===== config.mk =====
export PLATFORM = sky130hd
export DESIGN_NAME = rtcta_top
export DESIGN_NICKNAME = d
export VERILOG_FILES = /design/src/hw/rtcta_pkg.sv /design/src/hw/rtcta_timer.sv /design/src/hw/rtcta_mcd.sv /design/src/hw/rtcta_top.sv
export SDC_FILE = /design/constraint.sdc
export NUM_CORES = 1
export LEC_CHECK = 0
export BUFFER_PORTS_ARGS = -buffer_cell sky130_fd_sc_hd__buf_4
export CAP_MARGIN = 20
export CORE_MARGIN = 5
export CORE_UTILIZATION = 38
export CTS_CLUSTER_DIAMETER = 30
export DETAILED_ROUTE_END_ITERATION = 7
export SYNTH_ARGS = -nofsm -noshare
export SYNTH_HDL_FRONTEND = slang
export SYNTH_SLANG_ARGS = --single-unit

===== constraint.sdc =====
create_clock -name pclk -period 2 [get_ports pclk]
set_input_delay 0.4 -clock pclk [delete_from_list [all_inputs] [get_ports pclk]]
set_output_delay 0.4 -clock pclk [all_outputs]
set_load 0.02 [all_outputs]

===== src/hw/rtcta_pkg.sv =====
// rtcta_pkg: constants, register indices and carrier types of the rtc timer/alarm block
// assumes a 200 MHz pclk and an 8-bit register space reached through apb word slots
package rtcta_pkg;
   localparam int unsigned CLK_MHZ            = 200;
   localparam int unsigned MCD_TIMEOUT_US     = 100;
   localparam int unsigned MCD_TIMEOUT_CYCLES = MCD_TIMEOUT_US * CLK_MHZ;
   localparam int unsigned MCD_CNT_W          = 16;

   // register index; byte address is four times the index
   localparam logic [3:0] IDX_CAPTURE0 = 4'h0;
   localparam logic [3:0] IDX_CONTROL  = 4'h4;
   localparam logic [3:0] IDX_ALARM0   = 4'h8;
   localparam int unsigned ADDR_W      = 6;

   localparam logic [7:0]  CONTROL_RESET = 8'h00;
   localparam logic [31:0] CAPTURE_RESET = 32'h0000_0000;
   localparam logic [31:0] ALARM_RESET   = 32'h0000_0000;

   // control register layout, bit 7 first
   typedef struct packed {
      logic osc_enable;
      logic missing_clock_detect_enable;
      logic osc_fail_flag;
      logic timer_run;
      logic alarm_enable;
      logic alarm_flag_autoreset;
      logic timer_load_request;
      logic timer_snapshot_request;
   } rtcta_ctrl_t;

   // command bundle from the control logic to the timer
   typedef struct packed {
      logic        run;
      logic        load;
      logic        clear;
      logic [31:0] load_value;
   } rtcta_tcmd_t;
endpackage


===== src/hw/rtcta_timer.sv =====
// rtcta_timer: 32-bit oscillator-paced counter with load, clear and run
// assumes tick is a one-cycle pulse per slow oscillator cycle
`timescale 1ns/1ps
`default_nettype none
module rtcta_timer (
   input  wire logic                 clk,
   input  wire logic                 rst_n,
   input  wire logic                 tick,
   input  wire rtcta_pkg::rtcta_tcmd_t cmd,
   output logic [31:0]               count
);
   logic [31:0] count_reg;
   logic [31:0] count_next;

   // load beats clear beats increment; the sum wraps at 32 bits
   always_comb begin
      count_next = count_reg;
      if (tick) begin
         if (cmd.load) begin
            count_next = cmd.load_value;
         end else if (cmd.clear) begin
            count_next = 32'h0000_0000;
         end else if (cmd.run) begin
            count_next = count_reg + 32'h0000_0001;
         end
      end
   end

   always_ff @(posedge clk or negedge rst_n) begin
      if (!rst_n) begin
         count_reg <= 32'h0000_0000;
      end else begin
         count_reg <= count_next;
      end
   end

   assign count = count_reg;
endmodule
`default_nettype wire


===== src/hw/rtcta_mcd.sv =====
// rtcta_mcd: missing oscillator clock detector, fires once per stuck period
// assumes osc_level is synchronous to clk
`timescale 1ns/1ps
`default_nettype none
module rtcta_mcd #(
   parameter int unsigned TIMEOUT_CYCLES = rtcta_pkg::MCD_TIMEOUT_CYCLES
) (
   input  wire logic clk,
   input  wire logic rst_n,
   input  wire logic enable,
   input  wire logic osc_level,
   output logic      fail
);
   localparam logic [rtcta_pkg::MCD_CNT_W-1:0] LIMIT =
      rtcta_pkg::MCD_CNT_W'(TIMEOUT_CYCLES);

   logic                           level_reg;
   logic [rtcta_pkg::MCD_CNT_W-1:0] cnt_reg;
   logic                           fail_reg;
   logic                           changed;
   logic                           expired;

   assign changed = level_reg != osc_level;
   assign expired = enable && !changed && (cnt_reg == LIMIT);

   always_ff @(posedge clk or negedge rst_n) begin
      if (!rst_n) begin
         level_reg <= 1'b0;
         cnt_reg   <= '0;
         fail_reg  <= 1'b0;
      end else begin
         level_reg <= osc_level;
         fail_reg  <= expired;
         // saturate past the limit so the pulse is one-shot
         if (!enable || changed) begin
            cnt_reg <= '0;
         end else if (cnt_reg <= LIMIT) begin
            cnt_reg <= cnt_reg + 1'b1;
         end
      end
   end

   assign fail = fail_reg;
endmodule
`default_nettype wire


===== src/hw/rtcta_top.sv =====
// rtcta_top: apb slave, control register, capture/alarm bytes and alarm logic
// assumes osc_clk_in is a slow oscillator level synchronous to pclk
`timescale 1ns/1ps
`default_nettype none
// Notes on behaviour
// while running, timer counts up once per slow oscillator cycle
// alarm event when timer equals alarm match value exactly
// auto-reset clears timer one oscillator cycle after alarm deasserts
// detector enabled: stuck oscillator over 100 us sets fail flag
// timer and compare wrap at 32 bits alike
// perpetual use: software advances the match value after each alarm
// counter use: hardware zeroes timer after each alarm, match value kept
// counter use: software sets interval once and counts alarms
// control bit 7 enables the oscillator
// control bit 6 enables the missing clock detector
// control bit 5 set by hardware on missing clock, cleared by software
// control bit 4 runs the timer; cleared holds the count
// control bit 3 enables alarms; writing it clears alarm flag
// reading control bit 2 returns the alarm flag
// writing control bit 2 sets auto-reset, not the flag
// bit 1 loads capture bytes into timer, cleared when done
// bit 0 snapshots timer into capture bytes, cleared when done
// alarm flag lasts at most one oscillator cycle
module rtcta_top #(
   parameter int unsigned MCD_TIMEOUT_CYCLES = rtcta_pkg::MCD_TIMEOUT_CYCLES
) (
   input  wire logic                         pclk,
   input  wire logic                         presetn,
   input  wire logic                         psel,
   input  wire logic                         penable,
   input  wire logic                         pwrite,
   input  wire logic [rtcta_pkg::ADDR_W-1:0] paddr,
   input  wire logic [31:0]                  pwdata,
   output logic [31:0]                       prdata,
   output logic                              pready,
   output logic                              pslverr,
   input  wire logic                         osc_clk_in,
   output logic                              osc_enable,
   output logic                              missing_clock_detect_enable,
   output logic                              osc_fail_flag,
   output logic                              alarm_event
);
   // ==========================================================
   // state
   rtcta_pkg::rtcta_ctrl_t ctrl_reg;
   rtcta_pkg::rtcta_ctrl_t ctrl_next;
   logic [31:0]            capture_reg;
   logic [31:0]            capture_next;
   logic [31:0]            alarm_reg;
   logic [31:0]            alarm_next;
   logic                   autoreset_reg;
   logic                   autoreset_next;
   logic                   reset_pend_reg;
   logic                   reset_pend_next;
   logic                   osc_prev_reg;
   logic [31:0]            prdata_reg;
   logic                   pready_reg;
   logic                   pslverr_reg;

   // ==========================================================
   // apb decode
   wire [3:0] idx     = paddr[5:2];
   wire       aligned = paddr[1:0] == 2'b00;
   wire       sel_cap = aligned && idx[3:2] == rtcta_pkg::IDX_CAPTURE0[3:2];
   wire       sel_ctl = aligned && idx == rtcta_pkg::IDX_CONTROL;
   wire       sel_alm = aligned && idx[3:2] == rtcta_pkg::IDX_ALARM0[3:2];
   wire       hit     = sel_cap || sel_ctl || sel_alm;
   wire       setup   = psel && !penable;
   wire       wr_en   = psel && penable && pready_reg && pwrite && hit;
   wire       wr_cap  = wr_en && sel_cap;
   wire       wr_ctl  = wr_en && sel_ctl;
   wire       wr_alm  = wr_en && sel_alm;
   wire [4:0] lane    = {idx[1:0], 3'b000};
   wire rtcta_pkg::rtcta_ctrl_t wdat = rtcta_pkg::rtcta_ctrl_t'(pwdata[7:0]);

   // ==========================================================
   // oscillator tick and sub-blocks
   wire         tick = ctrl_reg.osc_enable && osc_clk_in && !osc_prev_reg;
   wire [31:0]  timer_count;
   wire         mcd_fail;
   wire         match;
   wire rtcta_pkg::rtcta_tcmd_t tcmd;

   assign tcmd.run        = ctrl_reg.timer_run;
   assign tcmd.load       = ctrl_reg.timer_load_request;
   assign tcmd.clear      = reset_pend_reg;
   assign tcmd.load_value = capture_reg;

   // one event per match; the flag drops on the next oscillator cycle
   assign match = ctrl_reg.alarm_enable && !ctrl_reg.alarm_flag_autoreset
                  && timer_count == alarm_reg;

   rtcta_timer u_timer (
      .clk   (pclk),
      .rst_n (presetn),
      .tick  (tick),
      .cmd   (tcmd),
      .count (timer_count)
   );

   rtcta_mcd #(
      .TIMEOUT_CYCLES (MCD_TIMEOUT_CYCLES)
   ) u_mcd (
      .clk       (pclk),
      .rst_n     (presetn),
      .enable    (ctrl_reg.missing_clock_detect_enable),
      .osc_level (osc_clk_in),
      .fail      (mcd_fail)
   );

   // ==========================================================
   // register next state
   always_comb begin
      ctrl_next       = ctrl_reg;
      capture_next    = capture_reg;
      alarm_next      = alarm_reg;
      autoreset_next  = autoreset_reg;
      reset_pend_next = reset_pend_reg;
      // transfers finish on an oscillator cycle
      if (tick) begin
         ctrl_next.timer_load_request = 1'b0;
         if (ctrl_reg.timer_snapshot_request) begin
            capture_next                     = timer_count;
            ctrl_next.timer_snapshot_request = 1'b0;
         end
         reset_pend_next = autoreset_reg && ctrl_reg.alarm_flag_autoreset;
      end
      if (wr_cap) begin
         capture_next[lane +: 8] = pwdata[7:0];
      end
      if (wr_alm) begin
         alarm_next[lane +: 8] = pwdata[7:0];
      end
      if (wr_ctl) begin
         ctrl_next.osc_enable                  = wdat.osc_enable;
         ctrl_next.missing_clock_detect_enable = wdat.missing_clock_detect_enable;
         ctrl_next.timer_run                   = wdat.timer_run;
         ctrl_next.alarm_enable                = wdat.alarm_enable;
         ctrl_next.alarm_flag_autoreset        = 1'b0;
         autoreset_next                        = wdat.alarm_flag_autoreset;
         if (!wdat.osc_fail_flag) begin
            ctrl_next.osc_fail_flag = 1'b0;
         end
         if (wdat.timer_load_request) begin
            ctrl_next.timer_load_request = 1'b1;
         end
         if (wdat.timer_snapshot_request) begin
            ctrl_next.timer_snapshot_request = 1'b1;
         end
      end
      // hardware events win over a software clear in the same cycle
      if (tick) begin
         ctrl_next.alarm_flag_autoreset = match;
      end
      if (mcd_fail) begin
         ctrl_next.osc_fail_flag = 1'b1;
      end
   end

   // ==========================================================
   // read mux
   wire [31:0] rd_cap = {24'h00_0000, capture_reg[lane +: 8]};
   wire [31:0] rd_alm = {24'h00_0000, alarm_reg[lane +: 8]};
   wire [31:0] rd_ctl = {24'h00_0000, ctrl_reg};
   wire [31:0] rd_val = sel_cap ? rd_cap :
                        sel_ctl ? rd_ctl :
                        sel_alm ? rd_alm : 32'h0000_0000;

   // ==========================================================
   // flops
   always_ff @(posedge pclk or negedge presetn) begin
      if (!presetn) begin
         ctrl_reg       <= rtcta_pkg::CONTROL_RESET;
         capture_reg    <= rtcta_pkg::CAPTURE_RESET;
         alarm_reg      <= rtcta_pkg::ALARM_RESET;
         autoreset_reg  <= 1'b0;
         reset_pend_reg <= 1'b0;
         osc_prev_reg   <= 1'b0;
      end else begin
         ctrl_reg       <= ctrl_next;
         capture_reg    <= capture_next;
         alarm_reg      <= alarm_next;
         autoreset_reg  <= autoreset_next;
         reset_pend_reg <= reset_pend_next;
         osc_prev_reg   <= osc_clk_in;
      end
   end

   // one access cycle: answer is ready as the access phase opens
   always_ff @(posedge pclk or negedge presetn) begin
      if (!presetn) begin
         prdata_reg  <= 32'h0000_0000;
         pready_reg  <= 1'b0;
         pslverr_reg <= 1'b0;
      end else begin
         pready_reg  <= setup;
         pslverr_reg <= setup && !hit;
         if (setup) begin
            prdata_reg <= pwrite ? 32'h0000_0000 : rd_val;
         end
      end
   end

   assign prdata                      = prdata_reg;
   assign pready                      = pready_reg;
   assign pslverr                     = pslverr_reg;
   assign osc_enable                  = ctrl_reg.osc_enable;
   assign missing_clock_detect_enable = ctrl_reg.missing_clock_detect_enable;
   assign osc_fail_flag               = ctrl_reg.osc_fail_flag;
   assign alarm_event                 = ctrl_reg.alarm_flag_autoreset;

   wire quiet = !ctrl_reg.timer_load_request && !reset_pend_reg;
endmodule
`default_nettype wire


# [Word level (Yosys, flattened, before mapping)]
# Cells that the tools add are included.
# Widths: inputs -> output; s select.
[classes] addsub=3 n_lt_le_gt_ge=1 eq_ne=6 shifts=4 mux=21 reduce_logical=36
[op_table] op="$mux 32" n=6
[op_table] op="$bwmux 32" n=2
[op_table] op="$shiftx 32x6->8" n=2
[op_table] op="$add 32x1->32 const B" n=1
[op_table] op="$eq 32x32->1" n=1
[op_table] op="$mux 16" n=2
[op_table] op="$mux 8" n=4
[op_table] op="$shift 8x7->32 const A" n=1
[op_table] op="$shiftx 8x7->32" n=1
[op_table] op="$logic_and 1x1->1" n=19
[op_table] op="$add 16x1->16 const B" n=1
[op_table] op="$eq 16x15->1 const B" n=1
[op_table] op="$le 16x15->1 const B" n=1
[op_table] op="$neg 5->7" n=1
[op_table] op="$logic_not 1->1" n=6
[op_table] op="$mux 6" n=1
[op_table] op="$reduce_bool 2->1" n=3
[op_table] op="$mux 1" n=5
[op_table] op="$eq 4x3->1 const B" n=1
[op_table] op="$logic_not 2->1" n=2
[op_table] op="$reduce_and 2->1" n=2
[op_table] op="$logic_or 1x1->1" n=3
[op_table] op="$reduce_bool 3->1" n=1
[op_table] op="$eq 2x2->1 const B" n=1
[op_table] op="3 further kinds" n=3
[totals] ff_bits=158 inputBits=44 output_inout_bits=38 elab_cells=90

# [Logic depth before layout (Yosys ltp)]
[depth] word_depth=8 depth_mapped=9

# [Cells and area by module]
# Synthesis repeated with hierarchy kept, for this count alone.
[hier_totals] cells_unflattened=830 area_unflattened_um2=8039.0
[modules_own_cells] mod="rtcta_top" instances=1 cells_per_inst=466 area_per_inst_um2=4952.2
[modules_own_cells] mod="rtcta_timer" instances=1 cells_per_inst=262 area_per_inst_um2=2119.5
[modules_own_cells] mod="rtcta_mcd" instances=1 cells_per_inst=102 area_per_inst_um2=967.2

# [Least setup slack after synthesis]
# Ideal clock, no wire load.
[synth_timing] path_type="input to register" start="in paddr[3] (netlist bit)" end="reg capture_reg[17]" setup_ns=0.077 arrival_time_ns=2.250 setup_slack_ns=-0.327 stages=7 n_path_buf=2 cell_sequence="clkbuf_1 > clkbuf_1 > inv_1 > ha_1 > nor3b_1 > nand2_1 > a21oi_1"
[synth_between] elab_chain_cells=7 elab_cells_between_ends=11 cone_classes="add/sub: 1; eq/ne: 1; shift: 2; mux: 2; reduce/logical: 5"
[synth_lines] item="start, declared" line="rtcta_top.sv:32" text="input wire logic [rtcta_pkg::ADDR_W-1:0] paddr,"
[synth_lines] item="branches (longest 6 deep; another with $neg 5->7)"
[synth_lines] item="$mux 32 *" line="rtcta_top.sv:128" text="if (wr_cap) begin"
[synth_lines] item="named net capture_next[17]" line="rtcta_top.sv:48" text="logic [31:0] capture_next;"
[synth_lines] item="end signal, assigned" line="rtcta_top.sv:174" text="capture_reg <= rtcta_pkg::CAPTURE_RESET;"
[synth_lines] item="end signal, assigned" line="rtcta_top.sv:181" text="capture_reg <= capture_next;"
[synth_lines] item="end, declared" line="rtcta_top.sv:47" text="logic [31:0] capture_reg;"
# Mark *: on every way through the listed nets, which the timed path passes.
# A chain may end at the register's enable or synchronous reset.

# [Final worst setup path]
[layout_timing] start="reg u_mcd.cnt_reg[13] (netlist bit)" end="reg u_mcd.cnt_reg[11] (netlist bit)"
[layout_between] elab_chain_cells=2
[layout_lines] item="start, declared" line="rtcta_mcd.sv:18" text="logic [rtcta_pkg::MCD_CNT_W-1:0] cnt_reg;"
[layout_lines] item="start signal, assigned" line="rtcta_mcd.sv:38" text="cnt_reg <= cnt_reg + 1'b1;"
[layout_lines] item="$le 16x15->1" line="rtcta_mcd.sv:37" text="end else if (cnt_reg <= LIMIT) begin"
[layout_lines] item="$reduce_bool 2->1 (no source line)"
# No other way between the ends.

==> results.md <==
* Status: finished, violations left
* Failing checks: negative setup slack
* Number of global-route vias before repair at 6781
* Max Freq at 481 MHz
* CTS Root Cell: clkbuf_16
* Unrepaired setup endpoints after global routing: true
* Tightest Pin Transition at 0.611 ns
* DIE WIDTH at 153 microns
* Yosys warns at 0
* Max-Cap Viols at 0
* Global route total overflow at 0
* Worst skew pair latency at 0.44 ns
* I/O pin count at 82
* Crit path arrival time at 2.37 ns
* PnR worst setup slack at -0.0783 ns
* Dpl cell area at 8930 sq um
* Total chip power at 5.99 mW
* Die Y at 153 microns
* Mapped Area at 7790 sq um
* Top_reg_cell synth: dfrtp_1
* CTS Sinks at 134
* Worst setup EP type: flip-flop
* Commonest cells after routing, fill and taps aside: dfrtp_1, nand2_1, buf_4
* Post-synth ARST share at 100%
* CP max stage delay at 0.53 ns
* Fin. Hold Viols at 0
* Clock Skew at 0.0161 ns
* Sequence of cells on the critical path: or4_4 > nor3_4 > a21oi_4 > buf_4 > o41ai_1 > a21oi_1
* Core Rows at 52
* Critical Path Fanout Max at 9
* Layout cells sized above 1 at 23.4%
* CTS clk-pin slew, worst paths at 0.06 ns
* Avg Vias per Cell at 5.63
* Startpoint types: flip-flop
* Initial Util at 38.5%
* Static Leak at 4.05 nW
* TritonCTS Buffers at 17
* Setup CP Type: flip-flop to flip-flop
* Overall routed net length at 24600 microns
* Leading cell type in the layout, fill and taps excluded: dfrtp_1
* Htree depth at 4
* Yosys reg bits at 134
* DR DRC count at 0
* Dpl ws at -0.0692 ns
* DRT antenna net count at 0
* Fin util at 47.2%
* N_diodes at 0
* Setup TNS at -0.424 ns
* Final nets at 986
* Post-synth EDFFs at 0
* Cell variety after synth at 69
* WL/cell at 20.2 microns
* DRT Pass-1 Iters at 5
* Sequential-to-total area share from yosys stat at 43.1%
* Initial antenna violation count at 0
* Via count at 6852
* Crit share post-route at 104%
* Largest net degree at the start of global routing at 57
* Final Max Slew Viols at 0
* Placeable Area at 20200 sq um
* Min cycle time layout at 2.08 ns
* Placer Congestion at 0.937
* First-pass GRT wire length at 39100 microns
* Die area at 23500 sq um
* Rel. slew slack at 59.2%
* Synthesized instance count at 837
* Initial drt markers at 505
* Worst min-delay path class: input pin to flip-flop
* TritonCTS clock tree: done
* Final HPWL DP at 18500 microns
* Max clock buf depth at 2
* Peak supply drop at 0.524 mV
* I/O Buffers at 33
* Tot GR Track Use at 21.3%
* P&R area growth vs syn at 22.7%
* Slowest cell on the critical path: or4_4
* Post-route design area at 9560 sq um
* Mean Syn Cell Area at 9.31 sq um
* Required @ worst endpoint at 2.29 ns
* # setup viols final at 8
* Power Density at 627 nW/um^2
## worst max-delay path, delay by kind of cell, from the launching register on
family	cells	cell delay, ns
buffers and inverters	1	0.16
AND/OR/NAND/NOR	2	0.79
flip-flops	1	0.40
AO/OA/AOI/OAI	3	0.58
## repair_timing
item | in CTS | in global routing
hold buffers | 1 | 0
setup endpoints to repair | 10 | 30
gates resized for setup | 5 | 7
cloned | 0 | 0
hold endpoints to repair | 26 | 0
buffers inserted | 0 | 3
pin swaps | 0 | 1
## report_power, final
part,switching (mW),internal [mW]
registers,0.0270,2.73
logic,0.240,0.124
clock network,1.24,1.63
total,1.50,4.49
## layout make-up
cell class / count / area (sq um)
clock inverter: 12 / 82.6
multi-input combinational: 634 / 4140
fill: 1908 / 10700
tap: 270 / 338
clock buffer: 19 / 453
timing repair buffer: 132 / 1130
sequential: 134 / 3350
inverter: 16 / 60.1
## cells in the mapped netlist (5+ instances only)
library cell | instances | share of area, %
nand4_1 | 24 | 1.9
mux2_1 | 14 | 2.0
nor4_1 | 9 | 0.72
and2_1 | 7 | 0.56
a21oi_1 | 59 | 3.8
o311ai_1 | 8 | 0.90
clkbuf_1 | 30 | 1.4
o21ai_0 | 10 | 0.64
or4_1 | 9 | 0.87
a221o_1 | 5 | 0.64
nand3_1 | 25 | 1.6
nand2_1 | 126 | 6.1
buf_1 | 5 | 0.24
or3_1 | 13 | 1.0
xnor2_1 | 33 | 3.7
mux2_2 | 15 | 2.2
dfrtp_1 | 134 | 43
o31ai_1 | 7 | 0.67
ha_1 | 7 | 1.1
inv_1 | 14 | 0.67
a211oi_1 | 8 | 0.77
mux4_2 | 16 | 4.6
nor3_1 | 13 | 0.84
nor2_1 | 51 | 2.5
buf_2 | 11 | 0.71
mux2i_1 | 10 | 1.3
buf_4 | 28 | 2.7
and3_1 | 7 | 0.56
nor3b_1 | 7 | 0.67
o21ai_1 | 70 | 4.5
## logic make-up after synthesis
| kind of cell | after synthesis | share of synthesized area, % |
|---|---|---|
| AOI/OAI and AO/OA | 199 | 15.4 |
| xor gates and xnor gates | 34 | 3.82 |
| adders and majority gates | 7 | 1.12 |
| buffers and inverters | 92 | 6.15 |
| DFF | 134 | 43.1 |
| muxes | 55 | 10.1 |
| other | 1 | 0.0481 |
| and+or+nand+nor | 315 | 20.3 |
## stage by stage
stage / hold WS, ns / cells
3_5_place_dp: 0.306 / 1182
3_3_place_gp: 0.305 / 1182
2_1_floorplan: 0.104 / 860
6_report: 0.189 / 1217
5_1_grt: 0.185 / 1217
4_1_cts: 0.180 / 1214
## worst paths after layout
check / from / slack (ns) / depth (start not counted) / end
max: u_mcd.cnt_reg[13]$_DFFE_PN0P_ / -0.08 / 6 / u_mcd.cnt_reg[11]$_DFFE_PN0P_
min: osc_clk_in / 0.19 / 2 / u_mcd.level_reg$_DFF_PN0_
max reg2reg: u_mcd.cnt_reg[13]$_DFFE_PN0P_ / -0.08 / 6 / u_mcd.cnt_reg[11]$_DFFE_PN0P_
min reg2reg: u_mcd.fail$_DFF_PN0_ / 0.43 / 1 / osc_fail_flag$_DFFE_PN0P_
max in group asynchronous: presetn / 0.98 / 3 / prdata[4]$_DFFE_PN0P_
min in group asynchronous: presetn / 0.42 / 2 / u_timer.count[9]$_DFFE_PN0P_
## layer usage
layer / global-route usage (%) / share of wire [%] / vias up
met3: 4.50 / 6.7 / 42
met4: 8.10 / 3.2 / 0
li1: - / - / 3200
met1: 29.5 / 43 / 3379
met2: 33.1 / 47 / 231
met5: 0 / 0 / -
Note: power is estimated with default switching activity, not from simulation.
